`src/ccu_pkg.sv`:
```
// constants and shared helpers of the crc calculation unit
package ccu_pkg;

  localparam int unsigned ADDR_W = 5;

  localparam logic [ADDR_W-1:0] OFF_DATA  = 5'h00;
  localparam logic [ADDR_W-1:0] OFF_SPARE = 5'h04;
  localparam logic [ADDR_W-1:0] OFF_CTRL  = 5'h08;
  localparam logic [ADDR_W-1:0] OFF_INIT  = 5'h10;
  localparam logic [ADDR_W-1:0] OFF_POLY  = 5'h14;

  localparam logic [31:0] RST_DATA  = 32'hFFFFFFFF;
  localparam logic [31:0] RST_INIT  = 32'hFFFFFFFF;
  localparam logic [31:0] RST_POLY  = 32'h04C11DB7;
  localparam logic [7:0]  RST_SPARE = 8'h00;
  localparam logic [7:0]  RST_CTRL  = 8'h00;

  // control register field positions
  localparam int unsigned CTRL_RESET_BIT = 0;
  localparam int unsigned CTRL_PW_LSB    = 3;
  localparam int unsigned CTRL_RI_LSB    = 5;
  localparam int unsigned CTRL_RO_BIT    = 7;
  localparam logic [7:0]  CTRL_WR_MASK   = 8'hF8;

  // polynomial width select codes
  localparam logic [1:0] PW_32 = 2'h0;
  localparam logic [1:0] PW_16 = 2'h1;
  localparam logic [1:0] PW_8  = 2'h2;
  localparam logic [1:0] PW_7  = 2'h3;

  // input reversal select codes
  localparam logic [1:0] RI_NONE = 2'h0;
  localparam logic [1:0] RI_BYTE = 2'h1;
  localparam logic [1:0] RI_HALF = 2'h2;
  localparam logic [1:0] RI_WORD = 2'h3;

  // bus encodings
  localparam logic [2:0] HSIZE_BYTE = 3'h0;
  localparam logic [2:0] HSIZE_HALF = 3'h1;
  localparam logic [2:0] HSIZE_WORD = 3'h2;
  localparam int unsigned HTRANS_ACT_BIT = 1;
  localparam logic        HRESP_OKAY     = 1'b0;

  localparam logic [2:0] BYTES_1 = 3'h1;
  localparam logic [2:0] BYTES_2 = 3'h2;
  localparam logic [2:0] BYTES_4 = 3'h4;

  // index of the top checksum bit for a width code
  function automatic logic [4:0] width_msb(input logic [1:0] pw);
    logic [4:0] m;
    case (pw)
      PW_16:   m = 5'h0F;
      PW_8:    m = 5'h07;
      PW_7:    m = 5'h06;
      default: m = 5'h1F;
    endcase
    return m;
  endfunction : width_msb

  // ones over the selected checksum width
  function automatic logic [31:0] width_mask(input logic [4:0] m);
    logic [31:0] one;
    one = 32'h00000001;
    return (one << ({27'h0000000, m} + 32'h00000001)) - one;
  endfunction : width_mask

endpackage : ccu_pkg

```
`src/ccu_crc_engine.sv`:
```
// byte-serial checksum engine: one byte per clock, msb first
module ccu_crc_engine (
  input  wire logic        clk,
  input  wire logic        rst_n,
  input  wire logic        load,
  input  wire logic [31:0] load_value,
  input  wire logic        start,
  input  wire logic [31:0] start_data,
  input  wire logic [2:0]  start_bytes,
  input  wire logic [31:0] poly,
  input  wire logic [4:0]  msb,
  output logic      [31:0] crc,
  output logic             busy,
  output logic             ready
);

  logic [31:0] crc_ff;
  logic [31:0] nxt_crc;
  logic [31:0] sh_ff;
  logic [31:0] nxt_sh;
  logic [2:0]  cnt_ff;
  logic [2:0]  nxt_cnt;

  function automatic logic [31:0] crc_byte(input logic [31:0] c, input logic [7:0] b,
                                           input logic [31:0] p, input logic [4:0] m);
    logic [31:0] r;
    logic        fb;
    r = c;
    for (int i = 7; i >= 0; i--) begin
      fb = r[m] ^ b[i];
      r  = r << 1;
      if (fb) begin
        r = r ^ p;
      end
    end
    return r & ccu_pkg::width_mask(m);
  endfunction : crc_byte

  always_comb begin
    nxt_crc = crc_ff;
    nxt_sh  = sh_ff;
    nxt_cnt = cnt_ff;
    if (load) begin
      nxt_crc = load_value;
      nxt_cnt = 3'h0;
    end else begin
      if (cnt_ff != 3'h0) begin
        nxt_crc = crc_byte(crc_ff, sh_ff[31:24], poly, msb);
        nxt_sh  = sh_ff << 8;
        nxt_cnt = cnt_ff - 3'h1;
      end
      if (start) begin
        nxt_sh  = start_data;
        nxt_cnt = start_bytes;
      end
    end
  end

  always_ff @(posedge clk or negedge rst_n) begin
    if (!rst_n) begin
      crc_ff <= ccu_pkg::RST_DATA;
      sh_ff  <= 32'h00000000;
      cnt_ff <= 3'h0;
    end else begin
      crc_ff <= nxt_crc;
      sh_ff  <= nxt_sh;
      cnt_ff <= nxt_cnt;
    end
  end

  assign crc   = crc_ff;
  assign busy  = (cnt_ff != 3'h0);
  // a new word may start in the last byte cycle of the current one
  assign ready = (cnt_ff <= 3'h1);

endmodule : ccu_crc_engine

```
`src/crc_calculation_unit.sv`:
```
// crc calculation unit: ahb-lite register slave with input buffer and checksum engine
// Functional notes
// - each data register write is folded into the held checksum
// - data register read returns last completed checksum, not written data
// - narrow data and checksum sit in the low bits of the data register
// - eight-bit spare byte in low bits, untouched by checksum reload
// - output reversal bit one bit-reverses the checksum on reads
// - input reversal field: none, per byte, per half-word, whole word
// - width field: 00 32 bits, 01 16, 10 8, 11 7 bits
// - writing control reset bit reloads checksum from the initial value register
// - reset bit is set by software only and cleared by hardware
// - 32-bit initial value register, resets to all ones
// - 32-bit polynomial register, resets to 04C11DB7
// - word takes four cycles, half-word two, byte one
// - input buffer takes a second write without wait states
// - writing the initial value register also loads the checksum
module crc_calculation_unit (
  input  wire logic                       clk,
  input  wire logic                       rst_n,
  input  wire logic                       hsel,
  input  wire logic [ccu_pkg::ADDR_W-1:0] haddr,
  input  wire logic [1:0]                 htrans,
  input  wire logic                       hwrite,
  input  wire logic [2:0]                 hsize,
  input  wire logic [31:0]                hwdata,
  input  wire logic                       hready,
  output logic      [31:0]                hrdata,
  output logic                            hreadyout,
  output logic                            hresp
);

  logic                       ph_wr_ff;
  logic                       nxt_ph_wr;
  logic                       ph_rd_ff;
  logic                       nxt_ph_rd;
  logic [ccu_pkg::ADDR_W-1:0] ph_addr_ff;
  logic [ccu_pkg::ADDR_W-1:0] nxt_ph_addr;
  logic [2:0]                 ph_size_ff;
  logic [2:0]                 nxt_ph_size;
  logic                       rd_done_ff;
  logic                       nxt_rd_done;
  logic [31:0]                hrdata_ff;
  logic [31:0]                nxt_hrdata;
  logic [7:0]                 spare_ff;
  logic [7:0]                 nxt_spare;
  logic [7:0]                 ctrl_ff;
  logic [7:0]                 nxt_ctrl;
  logic [31:0]                init_ff;
  logic [31:0]                nxt_init;
  logic [31:0]                poly_ff;
  logic [31:0]                nxt_poly;
  logic                       buf_vld_ff;
  logic                       nxt_buf_vld;
  logic [31:0]                buf_data_ff;
  logic [31:0]                nxt_buf_data;
  logic [2:0]                 buf_bytes_ff;
  logic [2:0]                 nxt_buf_bytes;

  logic [31:0] eng_crc;
  logic        eng_busy;
  logic        eng_ready;
  logic        eng_load;
  logic [31:0] eng_load_val;
  logic        take;
  logic        dr_wr;
  logic        wr_stall;
  logic        rd_ok;
  logic        wr_go;
  logic        word_acc;
  logic        init_wr;
  logic [4:0]  msb;
  logic [31:0] rd_crc;

  function automatic logic [31:0] bitrev32(input logic [31:0] d);
    logic [31:0] r;
    for (int i = 0; i < 32; i++) begin
      r[i] = d[31-i];
    end
    return r;
  endfunction : bitrev32

  // reverse input bits at the chosen grain, never coarser than the access
  function automatic logic [31:0] prep_data(input logic [31:0] d, input logic [1:0] ri,
                                            input logic [2:0] sz);
    logic [31:0] m;
    logic [31:0] w;
    logic [1:0]  g;
    logic [31:0] r;
    case (sz)
      ccu_pkg::HSIZE_BYTE: m = {24'h000000, d[7:0]};
      ccu_pkg::HSIZE_HALF: m = {16'h0000, d[15:0]};
      default:             m = d;
    endcase
    g = ri;
    if (sz == ccu_pkg::HSIZE_BYTE && g != ccu_pkg::RI_NONE) begin
      g = ccu_pkg::RI_BYTE;
    end else if (sz == ccu_pkg::HSIZE_HALF && g == ccu_pkg::RI_WORD) begin
      g = ccu_pkg::RI_HALF;
    end
    w = bitrev32(m);
    case (g)
      ccu_pkg::RI_BYTE: r = {w[7:0], w[15:8], w[23:16], w[31:24]};
      ccu_pkg::RI_HALF: r = {w[15:0], w[31:16]};
      ccu_pkg::RI_WORD: r = w;
      default:          r = m;
    endcase
    // left-align so the engine always takes the top byte first
    case (sz)
      ccu_pkg::HSIZE_BYTE: r = r << 24;
      ccu_pkg::HSIZE_HALF: r = r << 16;
      default:             r = r;
    endcase
    return r;
  endfunction : prep_data

  function automatic logic [2:0] size_bytes(input logic [2:0] sz);
    logic [2:0] b;
    case (sz)
      ccu_pkg::HSIZE_BYTE: b = ccu_pkg::BYTES_1;
      ccu_pkg::HSIZE_HALF: b = ccu_pkg::BYTES_2;
      default:             b = ccu_pkg::BYTES_4;
    endcase
    return b;
  endfunction : size_bytes

  ccu_crc_engine ccu_crc_engine_inst (
    .clk         (clk),
    .rst_n       (rst_n),
    .load        (eng_load),
    .load_value  (eng_load_val),
    .start       (take),
    .start_data  (buf_data_ff),
    .start_bytes (buf_bytes_ff),
    .poly        (poly_ff),
    .msb         (msb),
    .crc         (eng_crc),
    .busy        (eng_busy),
    .ready       (eng_ready)
  );

  assign msb = ccu_pkg::width_msb(ctrl_ff[ccu_pkg::CTRL_PW_LSB +: 2]);
  assign rd_crc = ctrl_ff[ccu_pkg::CTRL_RO_BIT] ?
                  (bitrev32(eng_crc) >> (5'h1F - msb)) :
                  (eng_crc & ccu_pkg::width_mask(msb));

  always_comb begin
    dr_wr    = ph_wr_ff && (ph_addr_ff == ccu_pkg::OFF_DATA);
    word_acc = (ph_size_ff == ccu_pkg::HSIZE_WORD);
    init_wr  = ph_wr_ff && hready && word_acc && (ph_addr_ff == ccu_pkg::OFF_INIT);
    eng_load = init_wr || ctrl_ff[ccu_pkg::CTRL_RESET_BIT];
    eng_load_val = init_wr ? hwdata : init_ff;
    take     = buf_vld_ff && eng_ready && !eng_load;
    // reload stands in for eng_load here: keeps hready out of the stall path
    wr_stall = dr_wr && buf_vld_ff &&
               !(eng_ready && !ctrl_ff[ccu_pkg::CTRL_RESET_BIT]);
    // the checksum is only shown once all queued data is folded in
    rd_ok    = ph_rd_ff && !rd_done_ff &&
               ((ph_addr_ff != ccu_pkg::OFF_DATA) || (!eng_busy && !buf_vld_ff));
    wr_go    = ph_wr_ff && hready && !wr_stall;
    hreadyout = !(wr_stall || (ph_rd_ff && !rd_done_ff));
  end

  always_comb begin
    nxt_ph_wr     = ph_wr_ff;
    nxt_ph_rd     = ph_rd_ff;
    nxt_ph_addr   = ph_addr_ff;
    nxt_ph_size   = ph_size_ff;
    nxt_rd_done   = rd_done_ff;
    nxt_hrdata    = hrdata_ff;
    nxt_spare     = spare_ff;
    nxt_ctrl      = ctrl_ff;
    nxt_init      = init_ff;
    nxt_poly      = poly_ff;
    nxt_buf_vld   = buf_vld_ff;
    nxt_buf_data  = buf_data_ff;
    nxt_buf_bytes = buf_bytes_ff;

    if (hready) begin
      nxt_ph_wr   = hsel && htrans[ccu_pkg::HTRANS_ACT_BIT] && hwrite;
      nxt_ph_rd   = hsel && htrans[ccu_pkg::HTRANS_ACT_BIT] && !hwrite;
      nxt_ph_addr = haddr;
      nxt_ph_size = hsize;
      nxt_rd_done = 1'b0;
    end else if (rd_ok) begin
      nxt_rd_done = 1'b1;
    end

    if (rd_ok) begin
      case (ph_addr_ff)
        ccu_pkg::OFF_DATA:  nxt_hrdata = rd_crc;
        ccu_pkg::OFF_SPARE: nxt_hrdata = {24'h000000, spare_ff};
        ccu_pkg::OFF_CTRL:  nxt_hrdata = {24'h000000, ctrl_ff};
        ccu_pkg::OFF_INIT:  nxt_hrdata = init_ff;
        ccu_pkg::OFF_POLY:  nxt_hrdata = poly_ff;
        default:            nxt_hrdata = 32'h00000000;
      endcase
    end

    // the reload takes one cycle, then hardware drops the bit
    if (ctrl_ff[ccu_pkg::CTRL_RESET_BIT]) begin
      nxt_ctrl[ccu_pkg::CTRL_RESET_BIT] = 1'b0;
    end

    if (take || eng_load) begin
      nxt_buf_vld = 1'b0;
    end

    if (wr_go) begin
      case (ph_addr_ff)
        ccu_pkg::OFF_DATA: begin
          nxt_buf_vld   = 1'b1;
          nxt_buf_data  = prep_data(hwdata, ctrl_ff[ccu_pkg::CTRL_RI_LSB +: 2], ph_size_ff);
          nxt_buf_bytes = size_bytes(ph_size_ff);
        end
        ccu_pkg::OFF_SPARE: begin
          if (word_acc) begin
            nxt_spare = hwdata[7:0];
          end
        end
        ccu_pkg::OFF_CTRL: begin
          if (word_acc) begin
            nxt_ctrl = (hwdata[7:0] & ccu_pkg::CTRL_WR_MASK) |
                       {7'h00, hwdata[ccu_pkg::CTRL_RESET_BIT]};
          end
        end
        ccu_pkg::OFF_INIT: begin
          if (word_acc) begin
            nxt_init = hwdata;
          end
        end
        ccu_pkg::OFF_POLY: begin
          if (word_acc) begin
            nxt_poly = hwdata;
          end
        end
        default: begin
          nxt_poly = poly_ff;
        end
      endcase
    end
  end

  always_ff @(posedge clk or negedge rst_n) begin
    if (!rst_n) begin
      ph_wr_ff     <= 1'b0;
      ph_rd_ff     <= 1'b0;
      ph_addr_ff   <= ccu_pkg::OFF_DATA;
      ph_size_ff   <= ccu_pkg::HSIZE_WORD;
      rd_done_ff   <= 1'b0;
      hrdata_ff    <= 32'h00000000;
      spare_ff     <= ccu_pkg::RST_SPARE;
      ctrl_ff      <= ccu_pkg::RST_CTRL;
      init_ff      <= ccu_pkg::RST_INIT;
      poly_ff      <= ccu_pkg::RST_POLY;
      buf_vld_ff   <= 1'b0;
      buf_data_ff  <= 32'h00000000;
      buf_bytes_ff <= 3'h0;
    end else begin
      ph_wr_ff     <= nxt_ph_wr;
      ph_rd_ff     <= nxt_ph_rd;
      ph_addr_ff   <= nxt_ph_addr;
      ph_size_ff   <= nxt_ph_size;
      rd_done_ff   <= nxt_rd_done;
      hrdata_ff    <= nxt_hrdata;
      spare_ff     <= nxt_spare;
      ctrl_ff      <= nxt_ctrl;
      init_ff      <= nxt_init;
      poly_ff      <= nxt_poly;
      buf_vld_ff   <= nxt_buf_vld;
      buf_data_ff  <= nxt_buf_data;
      buf_bytes_ff <= nxt_buf_bytes;
    end
  end

  assign hrdata = hrdata_ff;
  assign hresp  = ccu_pkg::HRESP_OKAY;

endmodule : crc_calculation_unit

```
`config.mk`:
```
export PLATFORM = sky130hd
export DESIGN_NAME = crc_calculation_unit
export DESIGN_NICKNAME = d
export VERILOG_FILES = /design/src/ccu_pkg.sv /design/src/ccu_crc_engine.sv /design/src/crc_calculation_unit.sv
export SDC_FILE = /design/constraint.sdc
export NUM_CORES = 1
export LEC_CHECK = 0
export BUFFER_PORTS_ARGS = -buffer_cell sky130_fd_sc_hd__buf_2
export CORE_MARGIN = 2
export CORE_UTILIZATION = 40
export CTS_CLUSTER_DIAMETER = 40
export DETAILED_ROUTE_END_ITERATION = 8
export SYNTH_ARGS = -nofsm -noshare
export SYNTH_HDL_FRONTEND = slang
export SYNTH_SLANG_ARGS = --single-unit
```
`constraint.sdc`:
```
create_clock -name clk -period 24.8 [get_ports clk]
set_input_delay 4.96 -clock clk [delete_from_list [all_inputs] [get_ports clk]]
set_output_delay 4.96 -clock clk [all_outputs]
set_load 0.005 [all_outputs]
```
After elaboration in Yosys (flattened, before gate mapping)
Cells that the tools add are included.
{ "totals": {"ff_bits": 226, "inputBits": 47} }
{ "op_classes": {"addsub": 4, "magnitude_cmp": 2, "n_eq_ne": 13, "shifts": 2, "muxes": 67, "n_bitwise": 20, "reduce_logical": 46} }
{ "op_table": {"columns": ["cell", "count"], "rows": [
  ["32-bit 2-to-1 mux", 30],
  ["32-bit bitwise XOR", 8],
  ["32-bit case mux with 5 select lines", 1],
  ["32-bit case mux with 2 select lines", 2],
  ["32-bit case mux with 3 select lines", 1],
  ["32-bit AND", 2],
  ["1-bit binary-select mux with 5-bit select", 8],
  ["1-bit by 32-bit << shifter with 32-bit output (first input constant)", 1],
  ["32-bit by 5-bit right shift with 32-bit output", 1],
  ["32-bit by 1-bit subtractor with 32-bit output (second input constant)", 1],
  ["1-bit logical AND", 18],
  ["1-bit 2-to-1 mux", 16],
  ["5-bit case mux with 3 select lines", 1],
  ["3-bit AND reduction", 4],
  ["2-bit equality test (second input constant)", 5],
  ["5-bit equality test (second input constant)", 2],
  ["1-bit zero test", 9],
  ["3-bit 2-to-1 mux", 3],
  ["2-bit 2-to-1 mux", 4],
  ["8-bit by 1-bit bitwise OR with 8-bit output", 1],
  ["2-bit nonzero test", 4],
  ["1-bit bitwise XOR", 8],
  ["5-bit by 1-bit adder with 6-bit output (second input constant)", 1],
  ["5-bit by 6-bit < comparator with 1-bit output (second input constant)", 1],
  ["other kinds (16)", 22]
]} }

Depth between registers and ports, before layout
{ "logic_depth": {"depth_word": 53, "mapped_depth": 31, "mapped_depth_nobuf": 25} }

Cells and area by module
From an unflattened synthesis, not the netlist that was laid out.
{ "unflattened": {"cells_unflattened": 3403, "hier_area_um2": 25937.4} }
{ "modules_own_cells": {"columns": ["module", "n_inst", "cells_each", "area_each_um2", "seq_area_each_um2"], "rows": [
  ["ccu_crc_engine", 1, 2562, 17012.6, 1716.6],
  ["crc_calculation_unit", 1, 841, 8924.8, 3987.6]
]} }

Worst setup path after synthesis
No wires, ideal clock.
{ "synth_path": {"path_kind": "register -> register", "from": "register ctrl_ff[4]", "to": "register ccu_crc_engine_inst.crc_ff[12], in the netlist ccu_crc_engine_inst.crc[12]", "setup_time_ps": 82, "arrival_ps": 7970, "required_time_ps": 24718, "path_slack_ps": 16748, "path_stages_with_launch": 31, "path_cell_list": "dfrtp_1 -> buf_4 -> mux4_2 -> xor2_2 -> buf_2 -> nand2_1 -> xnor2_1 -> nor3_1 -> or3_1 -> or4_1 -> clkbuf_1 -> a21oi_1 -> xnor2_1 -> mux4_2 -> buf_2 -> mux2i_1 -> or3_1 -> and4_1 -> nor3_2 -> mux2_2 -> nor3_1 -> nor4_1 -> or4_4 -> nor3_2 -> mux2i_1 -> xnor2_2 -> a2111oi_4 -> xor2_1 -> buf_2 -> a21oi_1 -> o31a_1"} }
{ "synth_between": {"elab_chain_len": 53, "word_cells_on_any_way": 65} }
{ "synth_rtl": {"columns": ["item", "line", "text"], "rows": [
  ["start: declaration", "crc_calculation_unit.sv:46", "logic [7:0] ctrl_ff;"],
  ["start signal: assignment", "crc_calculation_unit.sv:252", "ctrl_ff <= ccu_pkg::RST_CTRL;"],
  ["start signal: assignment", "crc_calculation_unit.sv:266", "ctrl_ff <= nxt_ctrl;"],
  ["2-bit equality test / 2-bit by 1-bit equality test with 1-bit output (equally long branches)", "ccu_pkg.sv:51", "case (pw)"],
  ["5-bit case mux with 3 select lines (*)", "ccu_pkg.sv:51", null],
  ["1-bit binary-select mux with 5-bit select", "ccu_crc_engine.sv:30", "fb = r[m] ^ b[i];"],
  ["1-bit 2-to-1 mux (not written as such)", "ccu_crc_engine.sv:30", null],
  ["1-bit bitwise XOR", "ccu_crc_engine.sv:30", null],
  ["32-bit 2-to-1 mux", "ccu_crc_engine.sv:32", "if (fb) begin"],
  ["32-bit 2-to-1 mux", "ccu_crc_engine.sv:47", "if (cnt_ff != 3'h0) begin"],
  ["32-bit 2-to-1 mux", "ccu_crc_engine.sv:43", "if (load) begin"],
  ["[37 not listed]", null, null],
  ["1-bit 2-to-1 mux (not written as such)", "ccu_crc_engine.sv:30", null],
  ["1-bit bitwise XOR", "ccu_crc_engine.sv:30", null],
  ["32-bit 2-to-1 mux", "ccu_crc_engine.sv:32", null],
  ["32-bit 2-to-1 mux", "ccu_crc_engine.sv:47", null],
  ["32-bit 2-to-1 mux", "ccu_crc_engine.sv:43", null],
  ["32-bit AND (*)", "ccu_crc_engine.sv:36", "return r & ccu_pkg::width_mask(m);"],
  ["32-bit 2-to-1 mux (*)", "ccu_crc_engine.sv:47", null],
  ["32-bit 2-to-1 mux (*)", "ccu_crc_engine.sv:43", null],
  ["end signal: assignment", "ccu_crc_engine.sv:61", "crc_ff <= ccu_pkg::RST_DATA;"],
  ["end signal: assignment", "ccu_crc_engine.sv:65", "crc_ff <= nxt_crc;"],
  ["end: declaration", "ccu_crc_engine.sv:17", "logic [31:0] crc_ff;"]
]} }
Every way passes the cells marked *; elsewhere a longest branch is shown, timed or not. The select of a mux whose other input is x is not followed.
A chain may end at the register's enable or synchronous reset.

Worst setup path in the final report
Same ends and word-level chain as after synthesis.

==> summary.md <==
| Metric | Value |
|---|---|
| Yosys reg bits | `between 200 and 250` |
| Inst Count DP | `2394` |
| Clock transition at the registers of the reported paths | `~0.060 ns` |
| Die H | `205.3 um` |
| All-Layer GR Usage | `27.01%` |
| CP peak stage delay | `around 0.65 ns` |
| Total clock sinks | `224` |
| P_leak | `6.896 nW` |
| Slew Viols, Final | `0` |
| Detailed-route wire length per cell | `23.04 um` |
| Final cell count without fillers | `between 2000 and 2500` |
| Slowest cell on crit path | `a2111oi_4` |
| # IOs | `81` |
| Netlist cell types | `76` |
| Final WL | `about 57 mm` |
| TritonCTS clock tree | `built` |
| Sequential cell area fraction in the yosys report | `35.21%` |
| Final Hold Viols | `0` |
| GRT overflow | `0` |
| Die Area | `between 40000 and 50000 um^2` |
| Peak Freq | `96.94 MHz` |
| Port Buf Inserts | `just under 80` |
| Area growth, synth to finish | `11.31%` |
| Outcome | `finished, final reports clean` |
| Final core utilization | `between 40% and 50%` |
| Initial core utilization | `a little over 40%` |
| DRT Pass-1 Iters | `7` |
| Number of synthesized flops with an enable pin | `0` |
| Number of DRC markers in iteration 0 | `around 1800` |
| Critical Path End Type | `flop` |
| Worst-Margin Slew | `approximately 1.2 ns` |
| CTS Buf Count | `31` |
| Main synth FF type | `dfrtp_1` |
| # setup viols final | `0` |
| Hold buffers post-CTS | `0` |
| Clock latency at the later pin of the worst-skew pair | `0.59 ns` |
| Worst slew margin | `around 23%` |
| HPWL Detailed | `~38 mm` |
| Worst setup SP type | `flop` |
| First-pass GRT wire length | `about 87 mm` |
| Part of the cycle the worst path needs | `41.59%` |
| Number of global-route vias before repair | `between 10000 and 15000` |
| HP Class | `reg2reg` |
| Level count of the clock H-tree | `1` |
| Setup TNS | `0 ns` |
| Final Skew | `between 0.02 and 0.025 ns` |
| Crit-path max FO | `40` |
| Syn. warnings | `0` |
| Std-Cell Rows | `73` |
| Min Clock Period, post-route | `10.32 ns` |
| Max_cap viols | `0` |
| Vias per std cell | `between 6 and 7` |
| Post-Syn Nets | `about 2000` |
| Synthesized instance count | `roughly 1900` |
| RSZ-0062 raised after global routing | `no` |
| Pwr dens | `about 100 nW/um^2` |
| Maximum vdd drop | `between 0.00006 and 0.00007 V` |
| Worst EP required | `approximately 25 ns` |
| # nets final | `approximately 2000` |
| RePlAce Congestion | `approximately 0.9` |
| Avg Cell Area, Syn | `around 8.4 um^2` |
| CP Class | `reg2reg` |
| Fraction of layout cells with a size suffix above 1 | `18.11%` |
| DRC viols | `0` |
| Clock Root Buffer | `clkbuf_16` |
| Setup bufs post-CTS | `0` |
| Hold_ws | `roughly 0.47 ns` |
| Post-CTS Resized | `0` |
| Clk buf depth | `3` |
| Overall Power | `between 0.0015 and 0.002 W` |
| Core area | `39820 um^2` |
| Async SR Flop Fraction | `100.0%` |
| Multi-input gate area | `9863 um^2` |
| Initial antenna violation count | `2` |
| Via count | `approximately 15000` |
| Crit-path most repeated cell | `buf_4` |
| Fillers | `between 3000 and 4000` |
| Worst path arrival time | `~11 ns` |
| Pin count of the biggest net entering global routing | `93` |
| Width of the chip | `205.3 um` |
| Antenna-violating nets left | `0` |
| Sequential cell area | `5708 um^2` |
| Mapped cell area | `~16000 um^2` |
## sequential cells by signal, summed over array words and instances (netlist names), 3 cells and up
name,flops
buf_data_ff,32
ccu_crc_engine_inst.crc,32
ccu_crc_engine_inst.sh_ff,32
hrdata,32
init_ff,32
poly_ff,32
spare_ff,8
ctrl_ff,6
ph_addr_ff,5
buf_bytes_ff,3
ccu_crc_engine_inst.cnt_ff,3
ph_size_ff,3
## path summary, 6_finish.rpt
kind / from / end / slack (ns) / depth (start not counted)
worst min-delay path: init_ff[29]$_DFFE_PN1P_ / init_ff[29]$_DFFE_PN1P_ / 0.47 / 2
min in group asynchronous: rst_n / hrdata[27]$_DFFE_PN0P_ / 4.42 / 1
worst max register to register: ctrl_ff[4]$_DFFE_PN0P_ / ccu_crc_engine_inst.crc[12]$_DFFE_PN1P_ / 14.48 / 29
max in group asynchronous: rst_n / ctrl_ff[0]$_DFF_PN0_ / 18.84 / 2
worst max-delay path: ctrl_ff[4]$_DFFE_PN0P_ / ccu_crc_engine_inst.crc[12]$_DFFE_PN1P_ / 14.48 / 29
worst min register to register: init_ff[29]$_DFFE_PN1P_ / init_ff[29]$_DFFE_PN1P_ / 0.47 / 2
## power breakdown
group	internal [W]	total [W]	switching, W
Combinational	0.000282	0.000782	0.000500
Clock	0.000273	0.000466	0.000193
Sequential	0.000443	0.000551	0.000109
## critical path: cells and delay by family (launching register included)
kind	cells	cell delay, ns
simple gates	9	2.98
compound gates	6	1.89
mux	4	1.82
buf+inv	4	1.68
xor+xnor	6	1.42
flops	1	0.32
## cell usage after synthesis (6+ instances only)
master	instances	area [um^2]
o211ai_1	9	67.56
a22oi_1	10	75.07
a31oi_1	7	43.79
nor2_1	92	345.3
a222oi_1	19	190.2
a221oi_1	21	183.9
and2_1	6	37.54
a22o_1	32	280.3
dfrtp_1	145	3628
inv_1	18	67.56
xnor2_1	193	1690
a21o_1	8	60.06
buf_1	15	56.30
clkbuf_1	146	548.0
buf_2	12	60.06
nand3_1	19	95.09
a211oi_1	41	307.8
o22ai_1	50	312.8
dfstp_2	79	2076
nor3_1	49	245.2
o21ai_0	118	590.6
mux2_2	56	630.6
nor4b_1	7	61.31
mux4_2	16	360.4
nand2b_1	22	137.6
or2_2	8	50.05
nor2b_1	15	93.84
nor4bb_1	16	160.2
mux2i_1	48	480.5
nand2_1	434	1629
xor2_1	23	201.4
a21oi_1	103	515.5
## cells in the final DEF (no fill, tap or decap), types with 6 or more instances in the layout
cell type / count
a211oi_1: 41
nand2b_1: 22
nor2b_1: 14
a21oi_1: 102
o22ai_1: 50
nor3_1: 48
nor4b_1: 7
mux2i_1: 48
o211ai_1: 9
dfstp_2: 79
nor2_1: 90
o21ai_0: 118
a31oi_1: 7
mux4_2: 16
mux2_2: 56
nand2_1: 434
inv_1: 18
xor2_1: 22
nand3_1: 19
clkbuf_16: 31
xnor2_1: 188
buf_2: 77
and2_1: 6
a22o_1: 32
or2_2: 8
dfrtp_1: 142
a222oi_1: 19
buf_4: 32
nor4bb_1: 16
a221oi_1: 21
a21o_1: 8
a22oi_1: 10
## routing by layer
metal,up-vias,track usage (%),part of all wire (%)
li1,6747,-,-
met1,7283,38.75,43
met2,755,40.99,43
met3,101,3.928,9.3
met4,4,10.56,4.2
met5,-,0,0.044
## layout make-up
type                    instances  area share (%)
diodes                          2         0.02775
clock buffers                  36           4.461
clock inverters                22           1.603
inverters                      18          0.3746
multi-input cells            1517           54.69
flip-flops and latches        224           31.65
well taps                     525           3.642
repair buffers                110           3.552
## cell families (layout without fill, tap and decap cells)
kind of cell    after synthesis  after routing  share of synthesized area [%]
compound gates              469            469                          19.10
xor+xnor                    222            222                          12.45
fa+ha+maj                     3              3                         0.2317
buf+inv                     194            186                          4.641
flops                       224            224                          35.21
mux                         121            121                          9.174
other cells                   1              3                        0.02315
simple gates                701            701                          19.18
## stage by stage
| step | cell area (um^2) | setup slack (ns) |
|---|---|---|
| 6_report | 18030 | 14.48 |
| 2_1_floorplan | 16200 | 16.75 |
| 3_3_place_gp | 16940 | 14.66 |
| 4_1_cts | 18030 | 14.54 |
| 3_5_place_dp | 16940 | 14.59 |
| 5_1_grt | 18030 | 13.88 |
(Power assumes the default switching activity.)
